===== src/tlr_pkg.sv =====
package tlr_pkg;
  // rom-level command bytes
  localparam logic [7:0] ROM_READ     = 8'h33;
  localparam logic [7:0] ROM_MATCH    = 8'h55;
  localparam logic [7:0] ROM_SEARCH   = 8'hF0;
  localparam logic [7:0] ROM_SKIP     = 8'hCC;
  localparam logic [7:0] ROM_CSEARCH  = 8'hEC;
  localparam logic [7:0] ROM_OD_SKIP  = 8'h3C;
  localparam logic [7:0] ROM_OD_MATCH = 8'h69;
  // memory-level command bytes
  localparam logic [7:0] MEM_WR_SP    = 8'h0F;
  localparam logic [7:0] MEM_RD_SP    = 8'hAA;
  localparam logic [7:0] MEM_CP_SP    = 8'h55;
  localparam logic [7:0] MEM_RD       = 8'hF0;
  localparam logic [7:0] MEM_RD_CRC   = 8'hA5;
  localparam logic [7:0] MEM_CLEAR    = 8'h3C;
  localparam logic [7:0] MEM_CONVERT  = 8'h44;
  // memory layout
  localparam logic [15:0] ADDR_TEMP   = 16'h0211;
  localparam logic [7:0]  PAGE_RO_MIN = 8'h11;
  localparam int          ADDR_W      = 16;
  // identity code, crc polynomial
  localparam logic [7:0]  CRC_POLY_R  = 8'h8C;
  localparam logic [7:0]  CRC_ZERO    = 8'h00;
  localparam int          ROM_BITS    = 64;
  localparam int          BODY_BITS   = 56;
  // arbitrary neutral value
  localparam logic [7:0]  FAMILY_CODE = 8'h7E;
  localparam logic [2:0]  BIT_LAST    = 3'h7;

  typedef enum logic [3:0] {
    ST_IDLE  = 4'b0000,
    ST_ROMC  = 4'b0001,
    ST_RDROM = 4'b0010,
    ST_MATCH = 4'b0011,
    ST_SRCH  = 4'b0100,
    ST_MEMC  = 4'b0101,
    ST_ADDR  = 4'b0110,
    ST_WRSP  = 4'b0111,
    ST_RDSP  = 4'b1000,
    ST_RDMEM = 4'b1001,
    ST_EXEC  = 4'b1010,
    ST_DONE  = 4'b1011
  } tlr_state_t;
endpackage


===== src/tlr_crc8.sv =====
`timescale 1ns/1ps
module tlr_crc8 (
  // clock and reset
  input  wire logic       ref_clk,
  input  wire logic       rst,
  // bit stream
  input  wire logic       clear,
  input  wire logic       shift,
  input  wire logic       din,
  // result
  output logic [7:0]      crc_q
);
  logic fb;
  assign fb = crc_q[0] ^ din;

  always_ff @(posedge ref_clk) begin
    if (rst || clear) begin
      crc_q <= tlr_pkg::CRC_ZERO;
    end else if (shift) begin
      crc_q <= (crc_q >> 1) ^ (fb ? tlr_pkg::CRC_POLY_R : tlr_pkg::CRC_ZERO);
    end
  end
endmodule


===== src/tlr_cmd_layer.sv =====
`timescale 1ns/1ps
// Functional notes
// master opens every transaction with one of seven rom-level commands.
// decode 33h read, 55h match, F0h search; each uses the identity code.
// decode CCh skip without identity code, ECh conditional search on status.
// 3Ch overdrive skip and 69h overdrive match set the overdrive flag.
// after an overdrive rom command at standard speed, switch to overdrive.
// memory commands are accepted only after a successful rom command.
// every byte is sent and received least significant bit first.
// identity code is family byte, 48-bit serial, then crc of 56 bits.
// crc is an 8-stage xor shift register for x^8+x^5+x^4+1.
// crc register starts at zero, fed from family lsb then serial.
// crc bits shifted after the serial leave the register all zero.
// decode 0Fh write, AAh read, 55h copy scratchpad; copy updates flags.
// decode F0h plain memory read and A5h memory read with crc.
// 3Ch clears mission stamp, counters, delay, rate, alarms and histogram.
// 44h performs one conversion and stores the result at 211h.
// all memories except identity and scratchpad share one linear space.
// logging memory is read-only; control writes blocked during a mission.
// mission stores up to 2048 samples every 1 to 255 minutes.
// each sample is accumulated into 63 histogram bins of 2.0 degrees.
// out-of-range excursions log up to 24 entries of time, length, side.
// temperatures are reported with 0.5 degree steps.
// a presence indication answers the master's first bus activity.
// bus writes to pages 17 and above are rejected.
// a bus reset aborts any command and waits for a rom command.
module tlr_cmd_layer #(
  parameter logic [47:0] SERIAL = 48'h0000_0000_0001
) (
  // clock and reset
  input  wire logic                     ref_clk,
  input  wire logic                     rst,
  // bit level from line phy (async to ref_clk)
  input  wire logic                     bus_reset,
  input  wire logic                     rx_bit_valid,
  input  wire logic                     rx_bit,
  input  wire logic                     tx_bit_req,
  output logic                          tx_bit,
  output logic                          presence,
  output logic                          overdrive_flag,
  // device status: match for conditional search, mission in progress
  input  wire logic                     cond_match,
  input  wire logic                     mission_active,
  // memory and control back end
  output logic [tlr_pkg::ADDR_W-1:0]    mem_addr_q,
  output logic [7:0]                    mem_wdata_q,
  output logic                          sp_write_q,
  output logic                          sp_read_q,
  output logic                          sp_copy_q,
  output logic                          mem_read_q,
  output logic                          mem_read_crc_q,
  output logic                          mission_clear_q,
  output logic                          convert_q,
  output logic                          selected,
  output logic                          write_rejected_q
);
  // synchronisers: bus_reset, rx_valid, rx_bit, tx_req
  logic [3:0] s1_q, s2_q, s3_q;
  always_ff @(posedge ref_clk) begin
    if (rst) begin
      s1_q <= 4'h0;
      s2_q <= 4'h0;
      s3_q <= 4'h0;
    end else begin
      s1_q <= {tx_bit_req, rx_bit, rx_bit_valid, bus_reset};
      s2_q <= s1_q;
      s3_q <= s2_q;
    end
  end
  logic brst, rxv, rxb, txr;
  assign brst = s2_q[0] & ~s3_q[0];
  assign rxv  = s2_q[1] & ~s3_q[1];
  assign rxb  = s2_q[2];
  assign txr  = s2_q[3] & ~s3_q[3];

  // identity code body, lsb of family first
  localparam int ROMW = tlr_pkg::ROM_BITS;
  logic [ROMW-1:0] rom_code;
  logic [7:0] rom_crc;
  logic [5:0] crc_cnt_q;
  logic       crc_ready;
  logic       crc_shift;
  logic       crc_din;
  logic [tlr_pkg::BODY_BITS-1:0] body;
  assign body = {SERIAL, tlr_pkg::FAMILY_CODE};
  logic crc_done_q;
  assign crc_ready = (crc_cnt_q == 6'(tlr_pkg::BODY_BITS - 1)) && crc_done_q;
  assign crc_shift = ~crc_done_q;
  assign crc_din   = body[crc_cnt_q];

  // crc runs once after reset over the 56 body bits
  tlr_crc8 u_crc (
    .ref_clk (ref_clk),
    .rst     (rst),
    .clear   (1'b0),
    .shift   (crc_shift),
    .din     (crc_din),
    .crc_q   (rom_crc)
  );
  always_ff @(posedge ref_clk) begin
    if (rst) begin
      crc_cnt_q  <= 6'h00;
      crc_done_q <= 1'b0;
    end else if (!crc_done_q) begin
      if (crc_cnt_q == 6'(tlr_pkg::BODY_BITS - 1)) begin
        crc_done_q <= 1'b1;
      end else begin
        crc_cnt_q <= crc_cnt_q + 6'h01;
      end
    end
  end
  assign rom_code = {rom_crc, body};

  // byte assembly, lsb first
  logic [7:0] shreg_q;
  logic [2:0] bcnt_q;
  logic       byte_done;
  logic [7:0] rx_byte;
  assign rx_byte   = {rxb, shreg_q[7:1]};
  assign byte_done = rxv && (bcnt_q == tlr_pkg::BIT_LAST);

  tlr_pkg::tlr_state_t st_q;
  logic [7:0] cmd_q;
  logic [6:0] rpos_q;
  logic       mismatch_q;
  logic [4:0] acnt_q;
  logic       rom_bit;
  assign rom_bit = rom_code[rpos_q[5:0]];

  function automatic logic is_od(input logic [7:0] c);
    is_od = (c == tlr_pkg::ROM_OD_SKIP) || (c == tlr_pkg::ROM_OD_MATCH);
  endfunction

  // pages are 32 bytes; a mission locks only the register page, general memory stays writable
  function automatic logic copy_refused(input logic [15:0] addr, input logic busy);
    logic [10:0] page;
    page = addr[15:5];
    copy_refused = (page >= {3'h0, tlr_pkg::PAGE_RO_MIN})
                   || (busy && (page == {3'h0, tlr_pkg::PAGE_RO_MIN} - 11'h001));
  endfunction

  always_ff @(posedge ref_clk) begin
    if (rst || brst) begin
      shreg_q <= 8'h00;
      bcnt_q  <= 3'h0;
    end else if (rxv) begin
      shreg_q <= rx_byte;
      bcnt_q  <= bcnt_q + 3'h1;
    end
  end

  // presence pulse after every bus reset
  always_ff @(posedge ref_clk) begin
    if (rst) begin
      presence <= 1'b0;
    end else begin
      presence <= brst;
    end
  end

  // overdrive: set by od commands, cleared only by rst, a bus reset leaves it set
  always_ff @(posedge ref_clk) begin
    if (rst) begin
      overdrive_flag <= 1'b0;
    end else if (st_q == tlr_pkg::ST_ROMC && byte_done && is_od(rx_byte)) begin
      overdrive_flag <= 1'b1;
    end
  end

  // search bit-triplet phase: 0 true bit, 1 complement, 2 master choice
  logic [1:0] sph_q;
  always_ff @(posedge ref_clk) begin
    if (rst || brst) begin
      st_q       <= tlr_pkg::ST_ROMC;
      cmd_q      <= 8'h00;
      rpos_q     <= 7'h00;
      mismatch_q <= 1'b0;
      sph_q      <= 2'h0;
      acnt_q     <= 5'h00;
    end else begin
      case (st_q)
        tlr_pkg::ST_IDLE: begin
          st_q <= tlr_pkg::ST_IDLE;
        end
        tlr_pkg::ST_ROMC: if (byte_done && crc_ready) begin
          rpos_q <= 7'h00;
          mismatch_q <= 1'b0;
          case (rx_byte)
            tlr_pkg::ROM_READ: st_q <= tlr_pkg::ST_RDROM;
            tlr_pkg::ROM_MATCH, tlr_pkg::ROM_OD_MATCH: st_q <= tlr_pkg::ST_MATCH;
            tlr_pkg::ROM_SEARCH: st_q <= tlr_pkg::ST_SRCH;
            tlr_pkg::ROM_CSEARCH: st_q <= cond_match ? tlr_pkg::ST_SRCH
                                                     : tlr_pkg::ST_IDLE;
            tlr_pkg::ROM_SKIP, tlr_pkg::ROM_OD_SKIP: st_q <= tlr_pkg::ST_MEMC;
            default: st_q <= tlr_pkg::ST_IDLE;
          endcase
        end
        tlr_pkg::ST_RDROM: if (txr) begin
          rpos_q <= rpos_q + 7'h01;
          if (rpos_q == 7'(ROMW - 1)) st_q <= tlr_pkg::ST_MEMC;
        end
        tlr_pkg::ST_MATCH: if (rxv) begin
          rpos_q <= rpos_q + 7'h01;
          if (rxb != rom_bit) st_q <= tlr_pkg::ST_IDLE;
          else if (rpos_q == 7'(ROMW - 1)) st_q <= tlr_pkg::ST_MEMC;
        end
        tlr_pkg::ST_SRCH: begin
          if (txr && sph_q != 2'h2) sph_q <= sph_q + 2'h1;
          if (rxv && sph_q == 2'h2) begin
            sph_q  <= 2'h0;
            rpos_q <= rpos_q + 7'h01;
            if (rxb != rom_bit) st_q <= tlr_pkg::ST_IDLE;
            else if (rpos_q == 7'(ROMW - 1)) st_q <= tlr_pkg::ST_MEMC;
          end
        end
        tlr_pkg::ST_MEMC: if (byte_done) begin
          cmd_q  <= rx_byte;
          acnt_q <= 5'h00;
          case (rx_byte)
            tlr_pkg::MEM_WR_SP, tlr_pkg::MEM_RD, tlr_pkg::MEM_RD_CRC,
            tlr_pkg::MEM_CP_SP: st_q <= tlr_pkg::ST_ADDR;
            tlr_pkg::MEM_RD_SP: st_q <= tlr_pkg::ST_RDSP;
            tlr_pkg::MEM_CLEAR, tlr_pkg::MEM_CONVERT: st_q <= tlr_pkg::ST_EXEC;
            default: st_q <= tlr_pkg::ST_IDLE;
          endcase
        end
        tlr_pkg::ST_ADDR: if (byte_done) begin
          acnt_q <= acnt_q + 5'h01;
          if (acnt_q == 5'h01) begin
            case (cmd_q)
              tlr_pkg::MEM_WR_SP: st_q <= tlr_pkg::ST_WRSP;
              tlr_pkg::MEM_CP_SP: st_q <= tlr_pkg::ST_EXEC;
              default: st_q <= tlr_pkg::ST_RDMEM;
            endcase
          end
        end
        tlr_pkg::ST_WRSP: st_q <= tlr_pkg::ST_WRSP;
        tlr_pkg::ST_RDSP: st_q <= tlr_pkg::ST_RDSP;
        tlr_pkg::ST_RDMEM: st_q <= tlr_pkg::ST_RDMEM;
        tlr_pkg::ST_EXEC: st_q <= tlr_pkg::ST_DONE;
        tlr_pkg::ST_DONE: st_q <= tlr_pkg::ST_DONE;
        default: st_q <= tlr_pkg::ST_IDLE;
      endcase
    end
  end
  assign selected = (st_q >= tlr_pkg::ST_MEMC) && (st_q != tlr_pkg::ST_IDLE);

  // transmit bit: identity code, or its search triplet
  always_ff @(posedge ref_clk) begin
    if (rst) begin
      tx_bit <= 1'b1;
    end else if (st_q == tlr_pkg::ST_RDROM) begin
      tx_bit <= rom_bit;
    end else if (st_q == tlr_pkg::ST_SRCH) begin
      tx_bit <= (sph_q == 2'h0) ? rom_bit : ~rom_bit;
    end else begin
      tx_bit <= 1'b1;
    end
  end

  // address capture, low byte first
  always_ff @(posedge ref_clk) begin
    if (rst || brst) begin
      mem_addr_q <= '0;
    end else if (st_q == tlr_pkg::ST_ADDR && byte_done) begin
      if (acnt_q == 5'h00) mem_addr_q[7:0] <= rx_byte;
      else mem_addr_q[15:8] <= rx_byte;
    end else if (st_q == tlr_pkg::ST_EXEC && cmd_q == tlr_pkg::MEM_CONVERT) begin
      mem_addr_q <= tlr_pkg::ADDR_TEMP;
    end else if (st_q == tlr_pkg::ST_WRSP && byte_done) begin
      mem_addr_q <= mem_addr_q + 16'h0001;
    end
  end

  // one-cycle command strobes toward the back end
  logic in_wr;
  assign in_wr = (st_q == tlr_pkg::ST_WRSP) && byte_done;
  always_ff @(posedge ref_clk) begin
    if (rst || brst) begin
      mem_wdata_q      <= 8'h00;
      sp_write_q       <= 1'b0;
      sp_read_q        <= 1'b0;
      sp_copy_q        <= 1'b0;
      mem_read_q       <= 1'b0;
      mem_read_crc_q   <= 1'b0;
      mission_clear_q  <= 1'b0;
      convert_q        <= 1'b0;
      write_rejected_q <= 1'b0;
    end else begin
      mem_wdata_q      <= in_wr ? rx_byte : mem_wdata_q;
      sp_write_q       <= in_wr;
      sp_read_q        <= (st_q == tlr_pkg::ST_RDSP) && txr;
      sp_copy_q        <= (st_q == tlr_pkg::ST_EXEC) && (cmd_q == tlr_pkg::MEM_CP_SP)
                          && !copy_refused(mem_addr_q, mission_active);
      write_rejected_q <= (st_q == tlr_pkg::ST_EXEC) && (cmd_q == tlr_pkg::MEM_CP_SP)
                          && copy_refused(mem_addr_q, mission_active);
      mem_read_q       <= (st_q == tlr_pkg::ST_RDMEM) && txr && (cmd_q == tlr_pkg::MEM_RD);
      mem_read_crc_q   <= (st_q == tlr_pkg::ST_RDMEM) && txr
                          && (cmd_q == tlr_pkg::MEM_RD_CRC);
      mission_clear_q  <= (st_q == tlr_pkg::ST_EXEC) && (cmd_q == tlr_pkg::MEM_CLEAR)
                          && !mission_active;
      convert_q        <= (st_q == tlr_pkg::ST_EXEC) && (cmd_q == tlr_pkg::MEM_CONVERT);
    end
  end
  // sample logging, histogram and alarm log live in the back end
endmodule


===== config.mk =====
export PLATFORM = sky130hd
export DESIGN_NAME = tlr_cmd_layer
export DESIGN_NICKNAME = d
export VERILOG_FILES = /design/src/tlr_pkg.sv /design/src/tlr_crc8.sv /design/src/tlr_cmd_layer.sv
export SDC_FILE = /design/constraint.sdc
export NUM_CORES = 1
export LEC_CHECK = 0
export ABC_AREA = 1
export BUFFER_PORTS_ARGS = -buffer_cell sky130_fd_sc_hd__buf_4
export CELL_PAD_IN_SITES_DETAIL_PLACEMENT = 2
export CELL_PAD_IN_SITES_GLOBAL_PLACEMENT = 2
export CORE_MARGIN = 2
export CORE_UTILIZATION = 36
export CTS_CLUSTER_SIZE = 28
export DETAILED_ROUTE_END_ITERATION = 12
export PLACE_DENSITY = 0.89
export SLEW_MARGIN = 15
export SYNTH_ARGS = -nofsm -noshare
export SYNTH_HDL_FRONTEND = slang
export SYNTH_SLANG_ARGS = --single-unit

===== constraint.sdc =====
create_clock -name ref_clk -period 3.7 [get_ports ref_clk]
set_input_delay 0.185 -clock ref_clk [delete_from_list [all_inputs] [get_ports ref_clk]]
set_output_delay 0.185 -clock ref_clk [all_outputs]
set_load 0.05 [all_outputs]

## Word-level counts from Yosys, hierarchy flattened

Memory sizes are Yosys's and may differ from the RTL's. A register that Yosys moved wholly into a read port is not among the register bits.
Index checks and enable logic that the tools add are counted.

- $add $sub $neg: 6
- $mul: 0
- Divide/modulo/power cells: 0
- Magnitude comparators: 4
- Equal/unequal tests: 45
- Shift operators: 0
- Multiplexer cells: 40
- Bitwise gates (word level): 11
- Reductions and logical operators: 46

Operators by type and width:

| cell | number |
|---|---|
| equality test 8 bit (second input constant) | 7 |
| two-way mux 16 bit | 3 |
| equality test 8 x 7 -> 1 bit (second input constant) | 5 |
| one-hot mux 4 bit (10 select lines) | 1 |
| two-way mux 4 bit | 9 |
| two-way mux 7 bit | 4 |
| one-hot mux 7 bit (4 select lines) | 1 |
| equality test 8 x 6 -> 1 bit (second input constant) | 3 |
| two-way mux 8 bit | 3 |
| logical AND 1 bit | 21 |
| adder 16 x 1 -> 16 bit (second input constant) | 1 |
| equality test 4 x 3 -> 1 bit (second input constant) | 4 |
| equality test 4 bit (second input constant) | 4 |
| equality test 8 x 4 -> 1 bit (second input constant) | 2 |
| != test 2 bit (second input constant) | 8 |
| one-hot mux 3 bit (5 select lines) | 1 |
| less-than comparator 6 x 7 -> 1 bit (second input constant) | 2 |
| two-way mux 6 bit | 2 |
| one-hot mux 4 bit (3 select lines) | 1 |
| equality test 11 x 5 -> 1 bit (second input constant) | 1 |
| >= comparator 11 x 5 -> 1 bit (second input constant) | 1 |
| two-way mux 5 bit | 2 |
| one-hot mux 5 bit (2 select lines) | 1 |
| AND reduction 2 bit | 5 |
| 36 further kinds | 60 |

- Flip-flop bits (word level): 99
- Latch bits: 0
- Memory bits (writable): 0
- Bits in read-only memories: 64
- Bits of input ports: 8
- Output and inout bits: 36
- Word-level logic and storage cells: 180
- Memories kept: 1

Memories:

| name | words | width | rd ports | clocked after Yosys merged registers in | write ports | line | RTL |
|---|---|---|---|---|---|---|---|
| (no name shown) | 64 | 1 | 1 | 1 | 0 | tlr_cmd_layer.sv:89 | `assign crc_din = body[crc_cnt_q];` |

## Logic depth before layout (Yosys ltp)

Gate-level depths: netlist of run 1.

- Depth after elaboration: 7
- Depth in mapped cells: 13
- Gate-level depth less buffers: 13

## Hierarchy

Synthesis of run 1 repeated with hierarchy kept, for this count alone.

- Cell total of the unflattened synthesis: 736
- Area total of the unflattened synthesis: 5013.6 µm²

By module, submodules not included:

| module | times used | cells an instance | area an instance (µm²) | sequential area each (µm²) |
|---|---|---|---|---|
| tlr_cmd_layer | 1 | 688 | 4649.5 | 1801.7 |
| tlr_crc8 | 1 | 48 | 364.1 | 160.2 |

## Worst setup path after synthesis of run 1

No wires, ideal clock.

- Path kind: register to register
- Start: reg mem_addr_q[0] in the netlist's numbering
- End: reg mem_addr_q[14] in the netlist's numbering
- Library setup time: 0.118 ns
- Arrival time: 2.014 ns
- Required time: 3.582 ns
- Slack: 1.568 ns
- Cell stages (with the launch flop): 13
- Path buffers: 0
- Period minus slack after synthesis: 2.132 ns
- Path through: dfxtp_1 ha_1 nand3_1 nor2_1 nand2_1 nor3_2 nand2_1 nor2_1 nand3_1 nand2_1 nand2_1 a21oi_1 nor2_1

- Word-level cells in the longest chain between the ends: 4

RTL lines:

| item | line | RTL |
|---|---|---|
| start, declared | tlr_cmd_layer.sv:45 | `output logic [tlr_pkg::ADDR_W-1:0] mem_addr_q,` |
| start signal, assigned | tlr_cmd_layer.sv:269 | `mem_addr_q <= tlr_pkg::ADDR_TEMP;` |
| start signal, assigned | tlr_cmd_layer.sv:271 | `mem_addr_q <= mem_addr_q + 16'h0001;` |
| adder 16 x 1 -> 16 bit | tlr_cmd_layer.sv:271 |  |
| two-way mux 16 bit | tlr_cmd_layer.sv:270 | `end else if (st_q == tlr_pkg::ST_WRSP && byte_done) begin` |
| two-way mux 16 bit | tlr_cmd_layer.sv:268 | `end else if (st_q == tlr_pkg::ST_EXEC && cmd_q == tlr_pkg::MEM_CONVERT) begin` |
| two-way mux 16 bit | tlr_cmd_layer.sv:265 | `end else if (st_q == tlr_pkg::ST_ADDR && byte_done) begin` |

No other way between the ends. The select of a mux whose other input is x is not followed.
A chain may end at the register's enable or synchronous reset.

## Worst setup path in the final report of run 1

- Start: reg s2_q[1]
- End: reg mem_addr_q[12] in the netlist's numbering

- Word-level cells in the longest chain between the ends: 5
- Elaborated cells between the ends (all ways): 8
- Those cells by class: eq/ne (1); mux (1); bitwise (1); reduce/logical (5)

RTL lines:

| item | line | RTL |
|---|---|---|
| start, declared | tlr_cmd_layer.sv:58 | `logic [3:0] s1_q, s2_q, s3_q;` |
| start signal, assigned | tlr_cmd_layer.sv:66 | `s2_q <= s1_q;` |
| bitwise AND 1 bit (*) | tlr_cmd_layer.sv:72 | `assign rxv = s2_q[1] & ~s3_q[1];` |
| logical AND 1 bit (*) | tlr_cmd_layer.sv:120 | `assign byte_done = rxv && (bcnt_q == tlr_pkg::BIT_LAST);` |
| logical AND 1 bit (on tied branches) | tlr_cmd_layer.sv:265, tlr_cmd_layer.sv:270 |  |
| != test 2 bit (no source line) / nonzero test 3 bit (equally long branches) | n/a |  |
| AND reduction 2 bit (no source line) | n/a |  |

Every way passes the cells marked *; elsewhere a longest branch is shown, timed or not.

==> qor.json, run 1 <==
{
  "ant_nets": 0,
  "grt.total_usage": 0.236,
  "synth_area_um2": 5000,
  "synth_async_sr_flop_share": 0,
  "p_switching_mw": 0.566,
  "placed_cells": 920,
  "cts_tree": "yes",
  "endpoint_kind": "register",
  "floorplan.rows": 43,
  "share_comb_of_total_power": 0.052,
  "layout-area-overhead-vs-synth_pct": 15.6,
  "path_class": "reg -> reg",
  "number_of_gates_resized_after_cts": 0,
  "clock_power_share": 0.455,
  "max_cap_viol_count": 0,
  "place_congestion": 0.874,
  "mostFrequentLayoutCells": "114 x sky130_fd_sc_hd__nand2_1, 98 x sky130_fd_sc_hd__dfxtp_1, 94 x sky130_fd_sc_hd__inv_1",
  "pwr_density_cell_nw_per_um2": 385,
  "initial_utilization": 0.364,
  "cts_hold_buffers": 0,
  "relative_slew_slack": 0.701,
  "synth_enable_flop_cells": 0,
  "gr_layer_usage_met1": 0.287,
  "cts-root-buf": "sky130_fd_sc_hd__clkbuf_16",
  "max_freq_mhz": 408,
  "drt-vias-per-instance": 5.34,
  "syn-instance-count": 713,
  "yosysUniqueCellTypes": 47,
  "crit_path_max_fanout": 21,
  "first_global_vias": 5364,
  "final.min_clock_period_ps": 2450,
  "setup_tns_ps": 0,
  "htree_num_levels": 3,
  "dieArea_um2": 14800,
  "final.setup_skew_ps": 13.5,
  "post_cts.repair.setup_buffers": 0,
  "wl_per_cell_um": 18.1,
  "design.final.nets": 769,
  "vdd_ir_drop_max_mv": 0.198,
  "status": "finished, final reports clean",
  "tritoncts_sinks": 98,
  "first_pass_grt_wire_length_um": 27500,
  "timing.critical_path.required_ps": 3960,
  "slew_violations": 0,
  "detail_route.drc_violations": 0,
  "overflow": 0,
  "preCtsSetupSlack_ps": 1300,
  "pwr-share-seq": 0.493,
  "worst_hold_path_type": "in -> reg",
  "cts_max_path_buffers": 2,
  "layout_setup_ws_ps": 1250,
  "clk-insertion-delay-late_ps": 360,
  "die_width_um": 122,
  "crit_path_start_kind": "register",
  "grt_max_degree": 43,
  "final_core_utilization": 0.421,
  "tightest_hold_margin_ps": 25.8,
  "leakagePower_nw": 2.42,
  "period_share": 0.663,
  "core_um2": 13700,
  "io_pins": 44,
  "synth_fp_nets": 731,
  "vias": 5001,
  "met3_usage": 0.0323,
  "layout-drive-gt1-share": 0.146,
  "synth_flop_cell": "sky130_fd_sc_hd__dfxtp_1",
  "antenna-diode-count": 0,
  "dpl.hpwl_um": 12800,
  "switching_share": 0.254,
  "ys_seq_area_frac": 0.392,
  "finalSetupViolations": 0,
  "grt_antenna_before_repair": 0,
  "drt-total-wl_um": 17000,
  "busiest_layer": "met2",
  "initialDrtViolationCount": 228,
  "dieHeight_um": 122,
  "syn-mean-instance-area_um2": 7.01,
  "clk_pin_slew_worst_paths_ps": 80,
  "final-instance-count-excl-fill": 936,
  "setup_repair_after_global_routing_missed_its_margin": "no",
  "postSynthRegisterBits": 98,
  "hold_viol": 0,
  "first_pass_iters": 4,
  "synth_warnings": 0,
  "met2_usage": 0.431,
  "layout_commonest_cell": "sky130_fd_sc_hd__nand2_1",
  "numPortBuffers": 43,
  "tritoncts.num_buffers": 9,
  "internal-power_mw": 1.66,
  "critical_path_arrival_ps": 2710,
  "tightest_slew_ps": 448
}
## final timing paths
| path | from | endpoint | slack [ps] | cells past startpoint |
|---|---|---|---|---|
| max | s2_q[1]$_SDFF_PP0_ | mem_addr_q[12]$_SDFFE_PP0P_ | 1250 | 12 |
| min | mission_active | mission_clear_q$_SDFF_PP0_ | 30 | 2 |
| max reg2reg | s2_q[1]$_SDFF_PP0_ | mem_addr_q[12]$_SDFFE_PP0P_ | 1250 | 12 |
| min reg2reg | s1_q[0]$_SDFF_PP0_ | s2_q[0]$_SDFF_PP0_ | 410 | 2 |
## metrics by stage
| step | total power, mW | area, um2 |
|---|---|---|
| 6_report | 2.23 | 5780 |
| 3_3_place_gp | 1.23 | 5460 |
| 2_1_floorplan | 1.19 | 5000 |
| 4_1_cts | 2.25 | 5780 |
| 3_5_place_dp | 1.24 | 5460 |
| 5_1_grt | 2.31 | 5780 |
## cells in the mapped netlist (all sizes together), types with 2 or more instances
cell type	count	area [um2]
a211oi	6	55.1
a21oi	70	373
a22oi	2	15.0
a31o	2	17.5
a31oi	6	37.5
and2	2	12.5
buf	6	55.1
clkbuf	13	51.3
dfxtp	98	1960
ha	10	125
inv	105	397
nand2	123	484
nand3	45	225
nand3b	2	15.0
nand4	18	119
nor2	94	390
nor3	15	91.3
nor4	4	25.0
o21ai	65	329
o21bai	2	15.0
o22ai	4	38.8
o31ai	2	15.0
or2	6	37.5
xnor2	2	17.5
xor2	6	52.6
## worst max-delay path, cell delays in order, from the launching register on
cell and delay (ps):
sky130_fd_sc_hd__dfxtp_1 330, sky130_fd_sc_hd__inv_2 50, sky130_fd_sc_hd__nor2_2 80, sky130_fd_sc_hd__buf_4 240, sky130_fd_sc_hd__nand2_2 160, sky130_fd_sc_hd__inv_2 130, sky130_fd_sc_hd__nand2_2 190, sky130_fd_sc_hd__nand2_2 330
sky130_fd_sc_hd__nor2_2 80, sky130_fd_sc_hd__a21oi_4 350, sky130_fd_sc_hd__o21ai_0 160, sky130_fd_sc_hd__a21oi_1 150, sky130_fd_sc_hd__nor2_1 60
## cells by family after synthesis
kind of cell | after synthesis | synth area share
xor+xnor | 8 | 0.0140
buf+inv | 125 | 0.102
compound gates | 162 | 0.185
simple gates | 310 | 0.282
fa+ha+maj | 10 | 0.0250
flops | 98 | 0.392
## layer usage
layer	vias up	wire length [um]
met5	-	0
met4	0	257
met3	17	431
met2	62	8760
met1	2503	7530
li1	2419	-
## layout make-up
class	count	area (um2)
multi-input combinational	490	2530
clock inverter	7	91.3
inverter	106	402
clock buffer	9	225
sequential	98	1960
tap	180	225
timing repair buffer	46	345
fill	1623	7940
## registers in the layout (all words and copies together) (netlist names), 5 cells and up
name	count
rpos_q	7
shreg_q	7
mem_addr_q	16
u_crc.crc_q	8
crc_cnt_q	6
acnt_q	5
mem_wdata_q	8
cmd_q	8
## power by group through the flow
stage	clock network, mW	registers, mW	logic [mW]
3_5_place_dp	0	1.12	0.116
4_1_cts	1.04	1.10	0.119
3_3_place_gp	0	1.12	0.106
5_1_grt	1.08	1.10	0.130
6_report	1.01	1.10	0.117
2_1_floorplan	0	1.11	0.0772
(Power assumes the default switching activity.)
==> run 2: changes to the inputs <==
--- a/config.mk
+++ b/config.mk
@@ -10,10 +10,10 @@
 export CELL_PAD_IN_SITES_DETAIL_PLACEMENT = 2
 export CELL_PAD_IN_SITES_GLOBAL_PLACEMENT = 2
 export CORE_MARGIN = 2
-export CORE_UTILIZATION = 36
+export CORE_UTILIZATION = 34
 export CTS_CLUSTER_SIZE = 28
 export DETAILED_ROUTE_END_ITERATION = 12
-export PLACE_DENSITY = 0.89
+export PLACE_DENSITY = 0.85
 export SLEW_MARGIN = 15
 export SYNTH_ARGS = -nofsm -noshare
 export SYNTH_HDL_FRONTEND = slang
==> constraint.sdc (replaced) <==
create_clock -name ref_clk -period 2.3 [get_ports ref_clk]
set_input_delay 0.115 -clock ref_clk [delete_from_list [all_inputs] [get_ports ref_clk]]
set_output_delay 0.115 -clock ref_clk [all_outputs]
set_load 0.05 [all_outputs]
==> qor.json, run 2 (synthesis results as in run 1) <==
{
  "critical_path.endpoint": "mem_addr_q[11]$_SDFFE_PP0P_",
  "endpoint_kind": "register",
  "slew_violations": 0,
  "status": "finished, final reports clean",
  "first_global_vias": 5450,
  "setup_tns_ps": 0,
  "dpl.hpwl_um": 12700,
  "relative_slew_slack": 0.694,
  "nFillCells": 1720,
  "layout-drive-gt1-share": 0.159,
  "design.final.nets": 785,
  "tightest_hold_margin_ps": 58.0,
  "drt-total-wl_um": 17600,
  "r2r_end": "mem_addr_q[11]$_SDFFE_PP0P_",
  "tritoncts.num_buffers": 9,
  "reg2reg_depth": 11,
  "crit_path_max_fanout": 13,
  "r2r_start": "bcnt_q[0]$_SDFFE_PP0P_",
  "path_class": "reg -> reg",
  "antenna-diode-count": 0,
  "tightest_slew_ps": 459,
  "setup_repair_after_global_routing_missed_its_margin": "no",
  "vdd_ir_drop_max_mv": 0.341,
  "pwr_density_cell_nw_per_um2": 588,
  "layout-area-overhead-vs-synth_pct": 18.7,
  "design_power_total_mw": 3.49,
  "overflow": 0,
  "timing.critical_path.required_ps": 2560,
  "dieHeight_um": 125,
  "die_width_um": 125,
  "first_pass_iters": 4,
  "crit_path_start_kind": "register",
  "numPortBuffers": 43,
  "drt-vias-per-instance": 5.31,
  "initialDrtViolationCount": 253,
  "floorplan.rows": 44,
  "final.min_clock_period_ps": 2140,
  "final.setup_skew_ps": 11.9,
  "rrSetupSlack_ps": 160,
  "core_um2": 14400,
  "worstHoldPathCells": 2,
  "grt_max_degree": 43,
  "largest_register_by_flop_count": "mem_addr_q",
  "grt_antenna_before_repair": 0,
  "place_congestion": 0.796,
  "tritoncts_sinks": 98,
  "io_pins": 44,
  "critical_path_arrival_ps": 2400,
  "hold_viol": 0,
  "worst_hold_path_type": "in -> reg",
  "period_share": 0.930,
  "max_cap_viol_count": 0,
  "cts_max_path_buffers": 2,
  "dpl-instance-area_um2": 5530,
  "initial_utilization": 0.347,
  "leakagePower_nw": 2.51,
  "ant_nets": 0,
  "largest_reg_flops": 16,
  "finalSetupViolations": 0,
  "cts-root-buf": "sky130_fd_sc_hd__clkbuf_16",
  "first_pass_grt_wire_length_um": 28000,
  "detail_route.drc_violations": 0,
  "cts_tree": "yes",
  "layout_commonest_cell": "sky130_fd_sc_hd__nand2_1",
  "final_core_utilization": 0.411,
  "clk-insertion-delay-late_ps": 360,
  "wl_per_cell_um": 18.4,
  "max_freq_mhz": 468,
  "mostFrequentLayoutCells": "114 x sky130_fd_sc_hd__nand2_1, 96 x sky130_fd_sc_hd__dfxtp_1, 94 x sky130_fd_sc_hd__inv_1",
  "final_design_area_no_fill_um2": 5930,
  "htree_num_levels": 3,
  "crit_start": "bcnt_q[0]$_SDFFE_PP0P_",
  "vias": 5072,
  "dieArea_um2": 15700,
  "grt.total_usage": 0.220,
  "clk_pin_slew_worst_paths_ps": 80
}
[run 2: cell types whose count changed in the layout (fill, tap and decap cells not counted), moves of 2 or more]
| cell | previous run | this run |
|---|---|---|
| sky130_fd_sc_hd__inv_8 | 4 | 2 |
| sky130_fd_sc_hd__dlygate4sd3_1 | 0 | 5 |
| sky130_fd_sc_hd__buf_4 | 46 | 55 |
| sky130_fd_sc_hd__clkinv_4 | 0 | 2 |
| sky130_fd_sc_hd__dfxtp_2 | 0 | 2 |
| sky130_fd_sc_hd__dfxtp_1 | 98 | 96 |
| sky130_fd_sc_hd__buf_12 | 0 | 2 |
[run 2: critical path, cell delays in order, from the launching register on]
cell and delay, ps:
sky130_fd_sc_hd__dfxtp_1 330, sky130_fd_sc_hd__ha_1 210, sky130_fd_sc_hd__ha_1 180, sky130_fd_sc_hd__nand2_2 150
sky130_fd_sc_hd__inv_2 80, sky130_fd_sc_hd__nand2_2 120, sky130_fd_sc_hd__inv_1 160, sky130_fd_sc_hd__a21oi_4 230
sky130_fd_sc_hd__buf_12 160, sky130_fd_sc_hd__buf_4 120, sky130_fd_sc_hd__o21ai_1 50, sky130_fd_sc_hd__a21oi_1 250
[run 2: repair_timing]
action / CTS / global route
endpoints found under the hold margin: 5 / 0
endpoints found under the setup margin: 0 / 3
buffers inserted: 0 / 4
hold buffers: 5 / 0
gates resized for setup: 0 / 4
[run 2: final cells by class]
class | instances | area (um2) | area share
Clock buffer | 9 | 225 | 0.0380
Inverter | 106 | 404 | 0.0681
Multi-Input combinational cell | 490 | 2530 | 0.427
Clock inverter | 7 | 72.6 | 0.0122
Tap cell | 184 | 230 | 0.0388
Timing Repair Buffer | 62 | 503 | 0.0848
Sequential cell | 98 | 1960 | 0.331
[run 2: how the worst min path moves through the flow]
stage,to,startpoint
final,s2_q[1]$_SDFF_PP0_,rst
after global routing,s3_q[0]$_SDFF_PP0_,rst
after CTS,s1_q[3]$_SDFF_PP0_,rst
after detailed placement,s1_q[3]$_SDFF_PP0_,tx_bit_req
after global placement,s1_q[1]$_SDFF_PP0_,rx_bit_valid
after floorplan,mission_clear_q$_SDFF_PP0_,mission_active
[run 2: metal layers]
metal | vias up | track usage | part of all wire
met5 | - | 0 | 0
met2 | 71 | 0.397 | 0.51
li1 | 2445 | - | -
met3 | 21 | 0.0389 | 0.026
met4 | 0 | 0.0510 | 0.016
met1 | 2535 | 0.273 | 0.45
[run 2: power breakdown]
group,internal (mW),switching [mW]
Sequential,1.73,0.0285
Combinational,0.0699,0.129
Clock,0.767,0.759
Total,2.57,0.917
[run 2: through the flow]
step / worst slack, ps / instances
floorplan: 168 / 713
global placement: 310 / 931
detailed placement: 177 / 931
CTS: 94.2 / 952
global route: 20.9 / 956
finish: 161 / 956
